<file path="config.mk">
export PLATFORM = sky130hd
export DESIGN_NAME = afe_register_map_readout
export DESIGN_NICKNAME = d
export VERILOG_FILES = /design/src/core/afe_regs_pkg.sv /design/src/core/afe_register_map_readout.sv
export SDC_FILE = /design/constraint.sdc
export NUM_CORES = 1
export LEC_CHECK = 0
export ABC_AREA = 0
export BUFFER_PORTS_ARGS = -buffer_cell sky130_fd_sc_hd__buf_4
export CAP_MARGIN = 25
export CELL_PAD_IN_SITES_DETAIL_PLACEMENT = 0
export CELL_PAD_IN_SITES_GLOBAL_PLACEMENT = 2
export CORE_UTILIZATION = 34
export CTS_CLUSTER_SIZE = 25
export DETAILED_ROUTE_END_ITERATION = 10
export GPL_TIMING_DRIVEN = 1
export PLACE_DENSITY = 0.9
export SLEW_MARGIN = 20
export SYNTH_ARGS = -nofsm -noshare
export SYNTH_HDL_FRONTEND = slang
export SYNTH_SLANG_ARGS = --single-unit
</file>
<file path="constraint.sdc">
create_clock -name clk_in -period 3.8 [get_ports clk_in]
set_clock_uncertainty 0.15 [all_clocks]
set_input_delay 0.76 -clock clk_in [delete_from_list [all_inputs] [get_ports clk_in]]
set_output_delay 0.76 -clock clk_in [all_outputs]
set_load 0.1 [all_outputs]
</file>
<file path="src/core/afe_regs_pkg.sv">
package afe_regs_pkg;

  // Register byte addresses
  localparam logic [3:0] ADDR_CHAN0_RESULT = 4'h0;
  localparam logic [3:0] ADDR_CHAN1_RESULT = 4'h3;
  localparam logic [3:0] ADDR_RESERVED_SLOT = 4'h6;
  localparam logic [3:0] ADDR_INTERCHANNEL_DELAY = 4'h7;
  localparam logic [3:0] ADDR_AMP_SETTING = 4'h8;
  localparam logic [3:0] ADDR_LINK_STATE_CONTROL = 4'h9;
  localparam logic [3:0] ADDR_SETUP_ONE = 4'hA;
  localparam logic [3:0] ADDR_SETUP_TWO = 4'hB;
  localparam logic [3:0] ADDR_IRQ_STATUS = 4'hC;
  localparam logic [3:0] ADDR_IRQ_MASK = 4'hD;
  localparam logic [3:0] ADDR_LAST_MAPPED = 4'hB;

  // Widths
  localparam int BYTE_W = 8;
  localparam int RESULT_W = 24;
  localparam int CFG_COUNT = 5;
  localparam int IRQ_W = 3;

  // Fields of link_state_control
  localparam int READ_MODE_LSB = 6;
  localparam int READY_SEL_LSB = 2;

  // Read mode encodings
  localparam logic [1:0] READ_STATIC = 2'h0;
  localparam logic [1:0] READ_GROUP = 2'h1;
  localparam logic [1:0] READ_TYPE = 2'h2;
  localparam logic [1:0] READ_ALL = 2'h3;

  // Ready pin selection encodings
  localparam logic [1:0] READY_LINKED = 2'h0;
  localparam logic [1:0] READY_CHAN0 = 2'h1;
  localparam logic [1:0] READY_CHAN1 = 2'h2;
  localparam logic [1:0] READY_EITHER = 2'h3;

  // Interrupt status bit positions
  localparam int IRQ_CHAN0 = 0;
  localparam int IRQ_CHAN1 = 1;
  localparam int IRQ_READY = 2;

  // Reset values
  localparam logic [7:0] CFG_RESET = 8'h00;
  localparam logic [23:0] RESULT_RESET = 24'h000000;
  localparam logic [2:0] IRQ_RESET = 3'h0;

endpackage : afe_regs_pkg

</file>
<file path="src/core/afe_register_map_readout.sv">
`timescale 1ns/100ps
// What this block does
// - Every register is one byte, reachable alone by its own address.
// - Channel 0 result at 0x00..0x02, read only, MSB at lowest address.
// - Channel 1 result at 0x03..0x05, read only, MSB first.
// - Read/write bytes at 0x07, 0x08, 0x09, 0x0A and 0x0B.
// - Read mode field picks which address set a continuous read walks.
// - Mode 11 walks 0x00..0x0B, skipping 0x06 and leaving out 0x0C and 0x0D, and loops to its start.
// - Mode 01 loops within a group, mode 10 within a register type.
// - Results hold newest conversion per channel; host writes do nothing.
// - Result bytes read singly or chained by the read mode field.
// - Start of a read latches results into a holding copy.
// - Conversion during a read still captured, shifted bytes stay intact.
// - All three result bytes refresh together on the sample rate tick.
// - Ready select 00: strobe only when both channels have a new sample.
module afe_register_map_readout
  import afe_regs_pkg::*;
(
  // Clock, reset, enable
  input wire logic clk_in,
  input wire logic rst_in,
  input wire logic ce_in,
  // Register port
  input wire logic [3:0] addr_in,
  input wire logic [7:0] wdata_in,
  input wire logic wr_in,
  input wire logic rd_in,
  input wire logic cont_in,
  output logic [7:0] rdata_out,
  // Conversion results from the modulator filters
  input wire logic conv0_valid_in,
  input wire logic [23:0] conv0_data_in,
  input wire logic conv1_valid_in,
  input wire logic [23:0] conv1_data_in,
  input wire logic sample_rate_tick_in,
  // Events
  output logic conversion_ready_strobe_out,
  output logic irq_out,
  // Configuration towards the analog side
  output logic [7:0] interchannel_delay_out,
  output logic [7:0] amp_setting_out,
  output logic [7:0] setup_one_out,
  output logic [7:0] setup_two_out
);

  typedef enum logic [1:0] {
    IDLE = 2'b01,
    READING = 2'b10
  } session_e;

  typedef struct packed {
    session_e session;
    logic [RESULT_W-1:0] live0;
    logic [RESULT_W-1:0] live1;
    logic [RESULT_W-1:0] pend0;
    logic [RESULT_W-1:0] pend1;
    logic pnew0;
    logic pnew1;
    logic [RESULT_W-1:0] hold0;
    logic [RESULT_W-1:0] hold1;
    logic [CFG_COUNT-1:0][BYTE_W-1:0] cfg;
    logic [3:0] ptr;
    logic [BYTE_W-1:0] rdata;
    logic [IRQ_W-1:0] irq_status;
    logic [IRQ_W-1:0] irq_mask;
    logic strobe;
  } state_s;

  state_s st;
  state_s next_st;

  logic [3:0] eff_addr;
  logic [1:0] read_mode;
  logic [1:0] ready_sel;
  logic both_new;
  logic upd0;
  logic upd1;
  logic ready_event;

  // Index of a configuration byte
  function automatic logic [2:0] cfg_index(input logic [3:0] a);
    logic [3:0] d;
    d = a - ADDR_INTERCHANNEL_DELAY;
    return d[2:0];
  endfunction : cfg_index

  // Byte of a 24-bit result, MSB at the lowest offset
  function automatic logic [7:0] result_byte(input logic [23:0] v, input logic [1:0] off);
    logic [7:0] b;
    unique case (off)
      2'h0: b = v[23:16];
      2'h1: b = v[15:8];
      default: b = v[7:0];
    endcase
    return b;
  endfunction : result_byte

  // First and last address of the set walked in a mode
  function automatic logic [7:0] walk_bounds(input logic [3:0] a, input logic [1:0] mode);
    logic [3:0] first;
    logic [3:0] last;
    first = a;
    last = a;
    unique case (mode)
      READ_GROUP: begin
        if (a < ADDR_CHAN1_RESULT) begin
          first = ADDR_CHAN0_RESULT;
          last = ADDR_CHAN1_RESULT - 4'h1;
        end else if (a < ADDR_RESERVED_SLOT) begin
          first = ADDR_CHAN1_RESULT;
          last = ADDR_RESERVED_SLOT - 4'h1;
        end else if (a >= ADDR_LINK_STATE_CONTROL && a <= ADDR_SETUP_TWO) begin
          first = ADDR_LINK_STATE_CONTROL;
          last = ADDR_SETUP_TWO;
        end
      end
      READ_TYPE: begin
        if (a < ADDR_RESERVED_SLOT) begin
          first = ADDR_CHAN0_RESULT;
          last = ADDR_RESERVED_SLOT - 4'h1;
        end else if (a <= ADDR_SETUP_TWO) begin
          first = ADDR_INTERCHANNEL_DELAY;
          last = ADDR_SETUP_TWO;
        end
      end
      READ_ALL: begin
        if (a <= ADDR_LAST_MAPPED) begin
          first = ADDR_CHAN0_RESULT;
          last = ADDR_LAST_MAPPED;
        end
      end
      default: begin
        first = a;
        last = a;
      end
    endcase
    return {first, last};
  endfunction : walk_bounds

  // Pointer after one byte of a continuous read
  function automatic logic [3:0] next_addr(input logic [3:0] a, input logic [1:0] mode);
    logic [7:0] bounds;
    logic [3:0] n;
    bounds = walk_bounds(a, mode);
    if (a == bounds[3:0]) begin
      n = bounds[7:4];
    end else begin
      n = a + 4'h1;
    end
    if (n == ADDR_RESERVED_SLOT) begin
      n = ADDR_INTERCHANNEL_DELAY;
    end
    return n;
  endfunction : next_addr

  // Read data mux over held results and registers
  function automatic logic [7:0] read_byte(input logic [3:0] a, input state_s s);
    logic [7:0] b;
    b = 8'h00;
    if (a < ADDR_CHAN1_RESULT) begin
      b = result_byte(s.hold0, a[1:0]);
    end else if (a < ADDR_RESERVED_SLOT) begin
      b = result_byte(s.hold1, 2'(a - ADDR_CHAN1_RESULT));
    end else if (a >= ADDR_INTERCHANNEL_DELAY && a <= ADDR_SETUP_TWO) begin
      b = s.cfg[cfg_index(a)];
    end else if (a == ADDR_IRQ_STATUS) begin
      b = {5'h00, s.irq_status};
    end else if (a == ADDR_IRQ_MASK) begin
      b = {5'h00, s.irq_mask};
    end
    return b;
  endfunction : read_byte

  // Decode of modes and refresh conditions
  always_comb begin
    read_mode = st.cfg[cfg_index(ADDR_LINK_STATE_CONTROL)][READ_MODE_LSB +: 2];
    ready_sel = st.cfg[cfg_index(ADDR_LINK_STATE_CONTROL)][READY_SEL_LSB +: 2];
    eff_addr = (cont_in && st.session == READING) ? st.ptr : addr_in;
    both_new = st.pnew0 && st.pnew1;
    if (ready_sel == READY_LINKED) begin
      upd0 = sample_rate_tick_in && both_new;
      upd1 = sample_rate_tick_in && both_new;
    end else begin
      upd0 = sample_rate_tick_in && st.pnew0;
      upd1 = sample_rate_tick_in && st.pnew1;
    end
    unique case (ready_sel)
      READY_LINKED: ready_event = upd0 && upd1;
      READY_CHAN0: ready_event = upd0;
      READY_CHAN1: ready_event = upd1;
      default: ready_event = upd0 || upd1;
    endcase
  end

  // Next state of the whole bank
  always_comb begin
    next_st = st;
    next_st.strobe = 1'b0;
    if (ce_in) begin
      // Pending result capture; a new valid wins over the tick's clear
      if (upd0) next_st.pnew0 = 1'b0;
      if (upd1) next_st.pnew1 = 1'b0;
      if (conv0_valid_in) begin
        next_st.pend0 = conv0_data_in;
        next_st.pnew0 = 1'b1;
      end
      if (conv1_valid_in) begin
        next_st.pend1 = conv1_data_in;
        next_st.pnew1 = 1'b1;
      end
      // All three bytes move together on the tick
      if (upd0) next_st.live0 = st.pend0;
      if (upd1) next_st.live1 = st.pend1;
      next_st.strobe = ready_event;
      // Register reads; a fresh read latches first so its byte is current
      if (rd_in) begin
        if (!(cont_in && st.session == READING)) begin
          next_st.hold0 = st.live0;
          next_st.hold1 = st.live1;
          next_st.session = READING;
        end
        next_st.rdata = read_byte(eff_addr, next_st);
        next_st.ptr = next_addr(eff_addr, read_mode);
      end
      // Register writes; results and reserved byte ignore them
      if (wr_in) begin
        next_st.session = IDLE;
        if (addr_in >= ADDR_INTERCHANNEL_DELAY && addr_in <= ADDR_SETUP_TWO) begin
          next_st.cfg[cfg_index(addr_in)] = wdata_in;
        end
        if (addr_in == ADDR_IRQ_MASK) begin
          next_st.irq_mask = wdata_in[IRQ_W-1:0];
        end
        if (addr_in == ADDR_IRQ_STATUS) begin
          next_st.irq_status = st.irq_status & ~wdata_in[IRQ_W-1:0];
        end
      end
      // Sticky events, set wins over clear
      if (upd0) next_st.irq_status[IRQ_CHAN0] = 1'b1;
      if (upd1) next_st.irq_status[IRQ_CHAN1] = 1'b1;
      if (ready_event) next_st.irq_status[IRQ_READY] = 1'b1;
    end
  end

  // State register
  always_ff @(posedge clk_in) begin
    if (rst_in) begin
      st <= '{
        session: IDLE,
        live0: RESULT_RESET,
        live1: RESULT_RESET,
        pend0: RESULT_RESET,
        pend1: RESULT_RESET,
        pnew0: 1'b0,
        pnew1: 1'b0,
        hold0: RESULT_RESET,
        hold1: RESULT_RESET,
        cfg: {CFG_COUNT{CFG_RESET}},
        ptr: 4'h0,
        rdata: 8'h00,
        irq_status: IRQ_RESET,
        irq_mask: IRQ_RESET,
        strobe: 1'b0
      };
    end else begin
      st <= next_st;
    end
  end

  // Outputs
  assign rdata_out = st.rdata;
  assign conversion_ready_strobe_out = st.strobe;
  assign irq_out = |(st.irq_status & st.irq_mask);
  assign interchannel_delay_out = st.cfg[cfg_index(ADDR_INTERCHANNEL_DELAY)];
  assign amp_setting_out = st.cfg[cfg_index(ADDR_AMP_SETTING)];
  assign setup_one_out = st.cfg[cfg_index(ADDR_SETUP_ONE)];
  assign setup_two_out = st.cfg[cfg_index(ADDR_SETUP_TWO)];
endmodule : afe_register_map_readout

</file>
==> results.json, run 1 <==
{
  "yosys-top-cells-area": "dfxtp_1 (43%), nand2_1 (17%), a21oi_1 (8.6%), mux2i_1 (5.0%), buf_4 (3.3%)",
  "drtPass1Iterations": 6,
  "yosysTopAreaCellShare_pct": 43.11,
  "use_met2_pct": 30.76,
  "worstSkewPairLatency_ps": 520,
  "synthCells": 1238,
  "layoutNonFillerInstCount": 1659,
  "slew_headroom_pct": 38.98,
  "via_per_inst": 5.085,
  "maxCapViolCount": 0,
  "drt-wirelength-per-cell_um": 16.33,
  "final.min_clock_period_ps": 3125,
  "yosys_warnings": 0,
  "cts-hold-fix-buffers": 0,
  "powerDensity_nw_per_um2": 441.4,
  "path_clk_slew_ps": 60,
  "hp-class": "register to register",
  "die_h_um": 170.1,
  "dp_cells": 1615,
  "path_class": "register to register",
  "die_w_um": 170.1,
  "power_switching_mw": 1.240,
  "p_sw_share_pct": 25.06,
  "pwr-share-comb_pct": 8.8,
  "synthFlopType": "dfxtp_1",
  "final_layout_size_suffix_gt1_share_pct": 15.69,
  "num_vias": 8436,
  "pin_count": 111,
  "r2r_end": "rdata_out[6]",
  "wirelength_mm": 27.09,
  "finalNetCount": 1338,
  "rrSetupSlack_ps": 680,
  "min_from": "st[149]",
  "worstPathArrival_ps": 3360,
  "gp_congestion": 0.9401,
  "cts_buffer_depth": 3,
  "finalSetupTns_ps": 0,
  "intPower_mw": 3.707,
  "synth_edf_count": 0,
  "drtAntennaViolNets": 0,
  "p_clk_share_pct": 45.8,
  "worst_pin_slew_ps": 915.2,
  "ys_seq_elements": 207,
  "ir_drop_uv": 267.7,
  "grt_pass1_vias": 7901,
  "grt_pass1_wl_mm": 43.15,
  "async_reset_ff_share_pct": 0,
  "diodes": 0,
  "syn-num-nets": 1313,
  "r2r_cells": 9,
  "cts_resized": 0,
  "hold_path_depth": 2,
  "avgSynthCellArea_sq_um": 7.765,
  "min_to": "st[197]",
  "syn_to_final_growth_pct": 16.57,
  "grtUsageMet3_pct": 2.605,
  "start_util_pct": 34.60,
  "grtUsageMet1_pct": 25.34,
  "hold_violations": 0,
  "crit_required_ps": 4030,
  "grtUsageTotal_pct": 18.71,
  "antenna_found_initial": 0,
  "synth.distinct_cells": 64,
  "synthesis.area_sq_um": 9613,
  "h-tree-depth": 1,
  "p_leak_nw": 4.201,
  "finalSetupViolCount": 0,
  "io_buffers": 110,
  "outcome": "finished, final reports clean",
  "p_seq_share_pct": 45.4,
  "cts_sinks": 207,
  "grt.overflow.total": 0,
  "yosysSeqAreaShare_pct": 43.11,
  "dp_hpwl_mm": 19.07,
  "fp.dieArea_sq_um": 28950,
  "endpoint_kind": "register",
  "coreArea_sq_um": 27780,
  "critPathLaunchType": "register",
  "root_buffer": "clkbuf_16",
  "rsz0062_at_grt": "false",
  "post-route-period-util_pct": 82.23,
  "numCtsBuffers": 24,
  "cts_setup_buffers": 0,
  "r2r_start": "st[206]",
  "drc": 0,
  "cp_max_fo": 20,
  "std_cell_rows": 61,
  "max_freq_ghz": 0.3200,
  "grt_busiest_layer": "met2",
  "first_iter_violations": 747,
  "grt_max_degree": 119,
  "cts_tree": "done",
  "maxSlewViolCount": 0,
  "synth.largest_area_cell": "dfxtp_1"
}
[worst max-delay path by stage]
| stage | start | endpoint | slack [ps] | cells past startpoint |
|---|---|---|---|---|
| finish | st[206] | rdata_out[6] | 680 | 9 |
| global route | st[206] | rdata_out[5] | 480 | 9 |
| CTS | st[206] | rdata_out[6] | 670 | 9 |
| detailed placement | cont_in | rdata_out[6] | 290 | 10 |
| global placement | cont_in | rdata_out[6] | 360 | 10 |
| floorplan | cont_in | st[17] | 260 | 15 |
[registers in the layout, summed over array words and instances (netlist names)]
register and flops:
interchannel_delay_out 8, rdata_out 8, ready_sel 2, amp_setting_out 8, setup_two_out 8, read_mode 2
conversion_ready_strobe_out 1, setup_one_out 8, st 162
[worst max-delay path, cell delays in order, from the launching register on]
cell,delay [ps]
dfxtp_1,410
nand3b_1,310
mux2_4,400
buf_4,210
ha_1,470
buf_4,280
a221oi_1,220
a31oi_1,70
a221oi_1,350
a21oi_1,110
[metal layers]
| layer | share of wire [%] | up-vias |
|---|---|---|
| met4 | 2.1 | 0 |
| met3 | 4.5 | 38 |
| li1 | - | 4206 |
| met5 | 0 | - |
| met1 | 46 | 4001 |
| met2 | 48 | 191 |
[cells by family (layout without fill, tap and decap cells)]
group           Yosys count  after routing  share of synthesized area (%)
simple gates            545            545                          22.88
compound gates          271            271                          17.10
flops                   207            207                          43.11
buf+inv                 144            187                          7.822
mux                      63             63                          8.122
fa+ha+maj                 6              6                         0.7809
xor+xnor                  2              2                         0.1823
[synth_stat cells, types with 3 or more instances]
library cell	count
o311ai_0	3
o21ai_0	17
a221oi_1	25
and3_1	3
and2_1	6
nand3_1	12
nor3_1	9
buf_1	6
a211o_1	3
ha_1	6
clkbuf_1	62
dfxtp_1	207
a31oi_1	15
mux2_4	3
o21ai_1	5
a21oi_1	166
inv_1	11
o31ai_1	3
a22oi_1	3
mux4_2	6
nor2_1	57
mux2i_1	48
buf_4	42
nor2b_1	5
o211ai_1	7
buf_2	19
buf_6	4
nand4_1	7
nand2_1	431
[area by class of cell]
class | instances | area [sq um]
fillers | 2930 | 16580
multi-input cells | 887 | 4747
flip-flops and latches | 207 | 4144
repair buffers | 132 | 1007
clock buffers | 32 | 690.7
well taps | 378 | 473.0
clock inverters | 12 | 102.6
inverters | 11 | 41.29
[cells in the final DEF (no fill, tap or decap), drive strengths merged, types with 9 or more instances in the layout]
master	Yosys	routed
a31oi	15	15
nand3	12	12
a221oi	26	26
inv	11	12
a21oi	166	166
clkinv	0	9
o21ai	22	22
nor2	59	59
nor3	10	10
clkbuf	62	32
nand2	431	431
buf	71	132
dfxtp	207	207
mux2i	50	50
[metrics by stage]
step	power (mW)	setup WS [ps]	hold slack [ps]	cell area, sq um	utilization (%)
3_5_place_dp	2.726	294.7	296.6	10410	37.46
4_1_cts	5.000	672.9	303.0	11200	40.32
3_3_place_gp	2.724	361.4	291.0	10410	37.46
5_1_grt	5.150	477.9	311.7	11210	40.34
6_report	4.947	675.3	298.0	11210	40.34
2_1_floorplan	2.574	257.5	282.1	9613	-
[power by group through the flow]
| stage | clock network (mW) | logic [mW] | registers [mW] |
|---|---|---|---|
| 2_1_floorplan | 0 | 0.300 | 2.27 |
| 3_3_place_gp | 0 | 0.430 | 2.29 |
| 3_5_place_dp | 0 | 0.433 | 2.29 |
| 4_1_cts | 2.32 | 0.434 | 2.25 |
| 5_1_grt | 2.43 | 0.473 | 2.25 |
| 6_report | 2.27 | 0.433 | 2.25 |
Power figures use the tool's default switching activity.
==> inputs of run 2 (changes only) <==
--- a/config.mk
+++ b/config.mk
@@ -5,16 +5,16 @@
 export SDC_FILE = /design/constraint.sdc
 export NUM_CORES = 1
 export LEC_CHECK = 0
-export ABC_AREA = 0
+export ABC_AREA = 1
 export BUFFER_PORTS_ARGS = -buffer_cell sky130_fd_sc_hd__buf_4
 export CAP_MARGIN = 25
 export CELL_PAD_IN_SITES_DETAIL_PLACEMENT = 0
 export CELL_PAD_IN_SITES_GLOBAL_PLACEMENT = 2
-export CORE_UTILIZATION = 34
+export CORE_UTILIZATION = 30
 export CTS_CLUSTER_SIZE = 25
 export DETAILED_ROUTE_END_ITERATION = 10
 export GPL_TIMING_DRIVEN = 1
-export PLACE_DENSITY = 0.9
+export PLACE_DENSITY = 0.87
 export SLEW_MARGIN = 20
 export SYNTH_ARGS = -nofsm -noshare
 export SYNTH_HDL_FRONTEND = slang
==> constraint.sdc (replaced) <==
create_clock -name clk_in -period 2.78 [get_ports clk_in]
set_clock_uncertainty 0.15 [all_clocks]
set_input_delay 0.556 -clock clk_in [delete_from_list [all_inputs] [get_ports clk_in]]
set_output_delay 0.556 -clock clk_in [all_outputs]
set_load 0.1 [all_outputs]
==> run 2 against run 1 <==
- clock-buffer cell count increased by 5
- first-iteration DRC count shrank 19%
- maximum frequency is 27% higher
- design area increased by 1.7%
- routed wire length up 2.6%
- critical path type unchanged
- sequential power is 40% higher
- power grew 45%
- global-route usage shrank 1.2 points
- flip-flop and latch count did not move
==> results.json, run 2 <==
{
  "outcome": "finished, final reports clean",
  "hp-class": "input pin to register",
  "cp_max_fo": 11,
  "layout_common_cells": "nor2_1 (240), o21ai_0 (220), dfxtp_1 (206), buf_4 (167), a21oi_1 (122)",
  "wirelength_mm": 27.79,
  "num_vias": 8494,
  "worstPathArrival_ps": 2710,
  "grt_pass1_wl_mm": 43.65,
  "cts_setup_buffers": 0,
  "synthFlopType": "dfxtp_1",
  "synth.largest_area_cell": "dfxtp_1",
  "dp_cells": 1724,
  "drtPass1Iterations": 5,
  "maxSlewViolCount": 0,
  "use_met2_pct": 26.00,
  "start_util_pct": 30.53,
  "cts_resized": 0,
  "first_iter_violations": 606,
  "io_buffers": 110,
  "layout_commonest_cell": "nor2_1",
  "r2r_cells": 14,
  "synth.distinct_cells": 38,
  "grtUsageMet3_pct": 2.685,
  "cts_tree": "done",
  "syn_to_final_growth_pct": 22.04,
  "fin_area_sq_um": 11400,
  "maxCapViolCount": 0,
  "avgSynthCellArea_sq_um": 7.307,
  "grtUsageMet1_pct": 26.00,
  "ir_drop_uv": 432.3,
  "hold_violations": 0,
  "path_class": "register to register",
  "grt_max_degree": 97,
  "die_h_um": 178.4,
  "fp.dieArea_sq_um": 31840,
  "diodes": 0,
  "max_freq_ghz": 0.4069,
  "cts_sinks": 207,
  "yosys-top-cells-area": "dfxtp_1 (44%), o21ai_0 (12%), nor2_1 (9.7%), a21oi_1 (6.5%), inv_1 (4.2%)",
  "layoutNonFillerInstCount": 1766,
  "worstSkewPairLatency_ps": 540,
  "coreArea_sq_um": 30590,
  "yosys-top-cells-count": "nor2_1 (241), o21ai_0 (220), dfxtp_1 (207)",
  "finalSetupViolCount": 0,
  "drc": 0,
  "p_total_mw": 7.151,
  "hold_path_depth": 3,
  "synthesis.area_sq_um": 9339,
  "final.min_clock_period_ps": 2457,
  "whs_ps": 110.1,
  "post-route-period-util_pct": 88.39,
  "critPathLaunchType": "register",
  "synth_edf_count": 0,
  "die_w_um": 178.4,
  "via_per_inst": 4.810,
  "rsz0062_at_grt": "false",
  "crit_start": "st[205]",
  "h-tree-depth": 1,
  "placed_area_sq_um": 10570,
  "yosys_warnings": 0,
  "antenna_found_initial": 0,
  "yosysSeqAreaShare_pct": 44.37,
  "worst_pin_slew_ps": 755.9,
  "ys_seq_elements": 207,
  "slew_headroom_pct": 49.55,
  "yosysMostFrequentCell": "nor2_1",
  "setup_ws_ps": 322.7,
  "powerDensity_nw_per_um2": 627.4,
  "finalNetCount": 1429,
  "root_buffer": "clkbuf_16",
  "syn-num-nets": 1353,
  "top_register": "st",
  "drt-wirelength-per-cell_um": 15.74,
  "grt_busiest_layer": "met2",
  "gp_congestion": 0.8670,
  "largest_reg_flops": 162,
  "fin_util_pct": 37.26,
  "crit_required_ps": 3030,
  "p_leak_nw": 4.560,
  "final_layout_size_suffix_gt1_share_pct": 17.52,
  "cts_buffer_depth": 3,
  "min_from": "conv0_data_in[14]",
  "drtAntennaViolNets": 0,
  "grtUsageTotal_pct": 17.55,
  "numCtsBuffers": 24,
  "endpoint_kind": "register",
  "dpl_worst_slack_ps": -32.08,
  "cts-hold-fix-buffers": 0,
  "r2r_start": "st[205]",
  "grt_pass1_vias": 7713,
  "std_cell_rows": 64,
  "finalSetupTns_ps": 0,
  "async_reset_ff_share_pct": 0,
  "path_clk_slew_ps": 60,
  "synthCells": 1278,
  "grt.overflow.total": 0,
  "dp_hpwl_mm": 19.72,
  "yosysTopAreaCellShare_pct": 44.37,
  "pin_count": 111
}
-- run 2: cell type report --
class / instances / area (sq um)
tap: 396 / 495.5
inverter: 110 / 414.1
fill: 3339 / 19190
clock inverter: 5 / 80.08
timing repair buffer: 171 / 1334
clock buffer: 37 / 719.4
multi-input combinational: 840 / 4207
sequential: 207 / 4148
-- run 2: critical path, cell delays in order (launching register included) --
cell and delay (ps):
dfxtp_1 340, inv_2 90, nand3_2 100, nand2_1 120, nand2_4 70, ha_1 310, buf_12 140, clkinv_1 80
buf_4 150, o21ai_0 70, o22ai_1 100, a22oi_1 200, nor2_1 60, o21ai_0 240, a31oi_1 110
-- run 2: cell families (layout without fill, tap and decap cells) --
kind of cell / Yosys count / in the layout / share of synthesized area (%)
DFF: 207 / 207 / 44.37
buffers and inverters: 231 / 323 / 11.09
adders and majority gates: 6 / 6 / 0.8038
and+or+nand+nor: 396 / 396 / 17.73
xor gates and xnor gates: 2 / 2 / 0.1876
AOI/OAI and AO/OA: 436 / 436 / 25.82
-- run 2: power by group --
group | internal, mW | switching (mW) | total [mW] | leakage (nW)
clock | 1.88 | 1.29 | 3.17 | 0.383
sequential | 3.09 | 0.0722 | 3.16 | 1.69
combinational | 0.296 | 0.524 | 0.820 | 2.49
total | 5.26 | 1.89 | 7.15 | 4.56
-- run 2: metal layers --
metal  wire length (um)  up-vias
met5                  0        -
met4                668        0
met3               1466       39
met2              11670      214
met1              13980     3845
li1                   -     4396
-- run 2: path summary, 6_finish.rpt --
kind,endpoint,slack (ps)
worst max-delay path,rdata_out[6],320
worst min-delay path,st[147],110
worst max register to register,rdata_out[6],320
worst min register to register,st[35],310
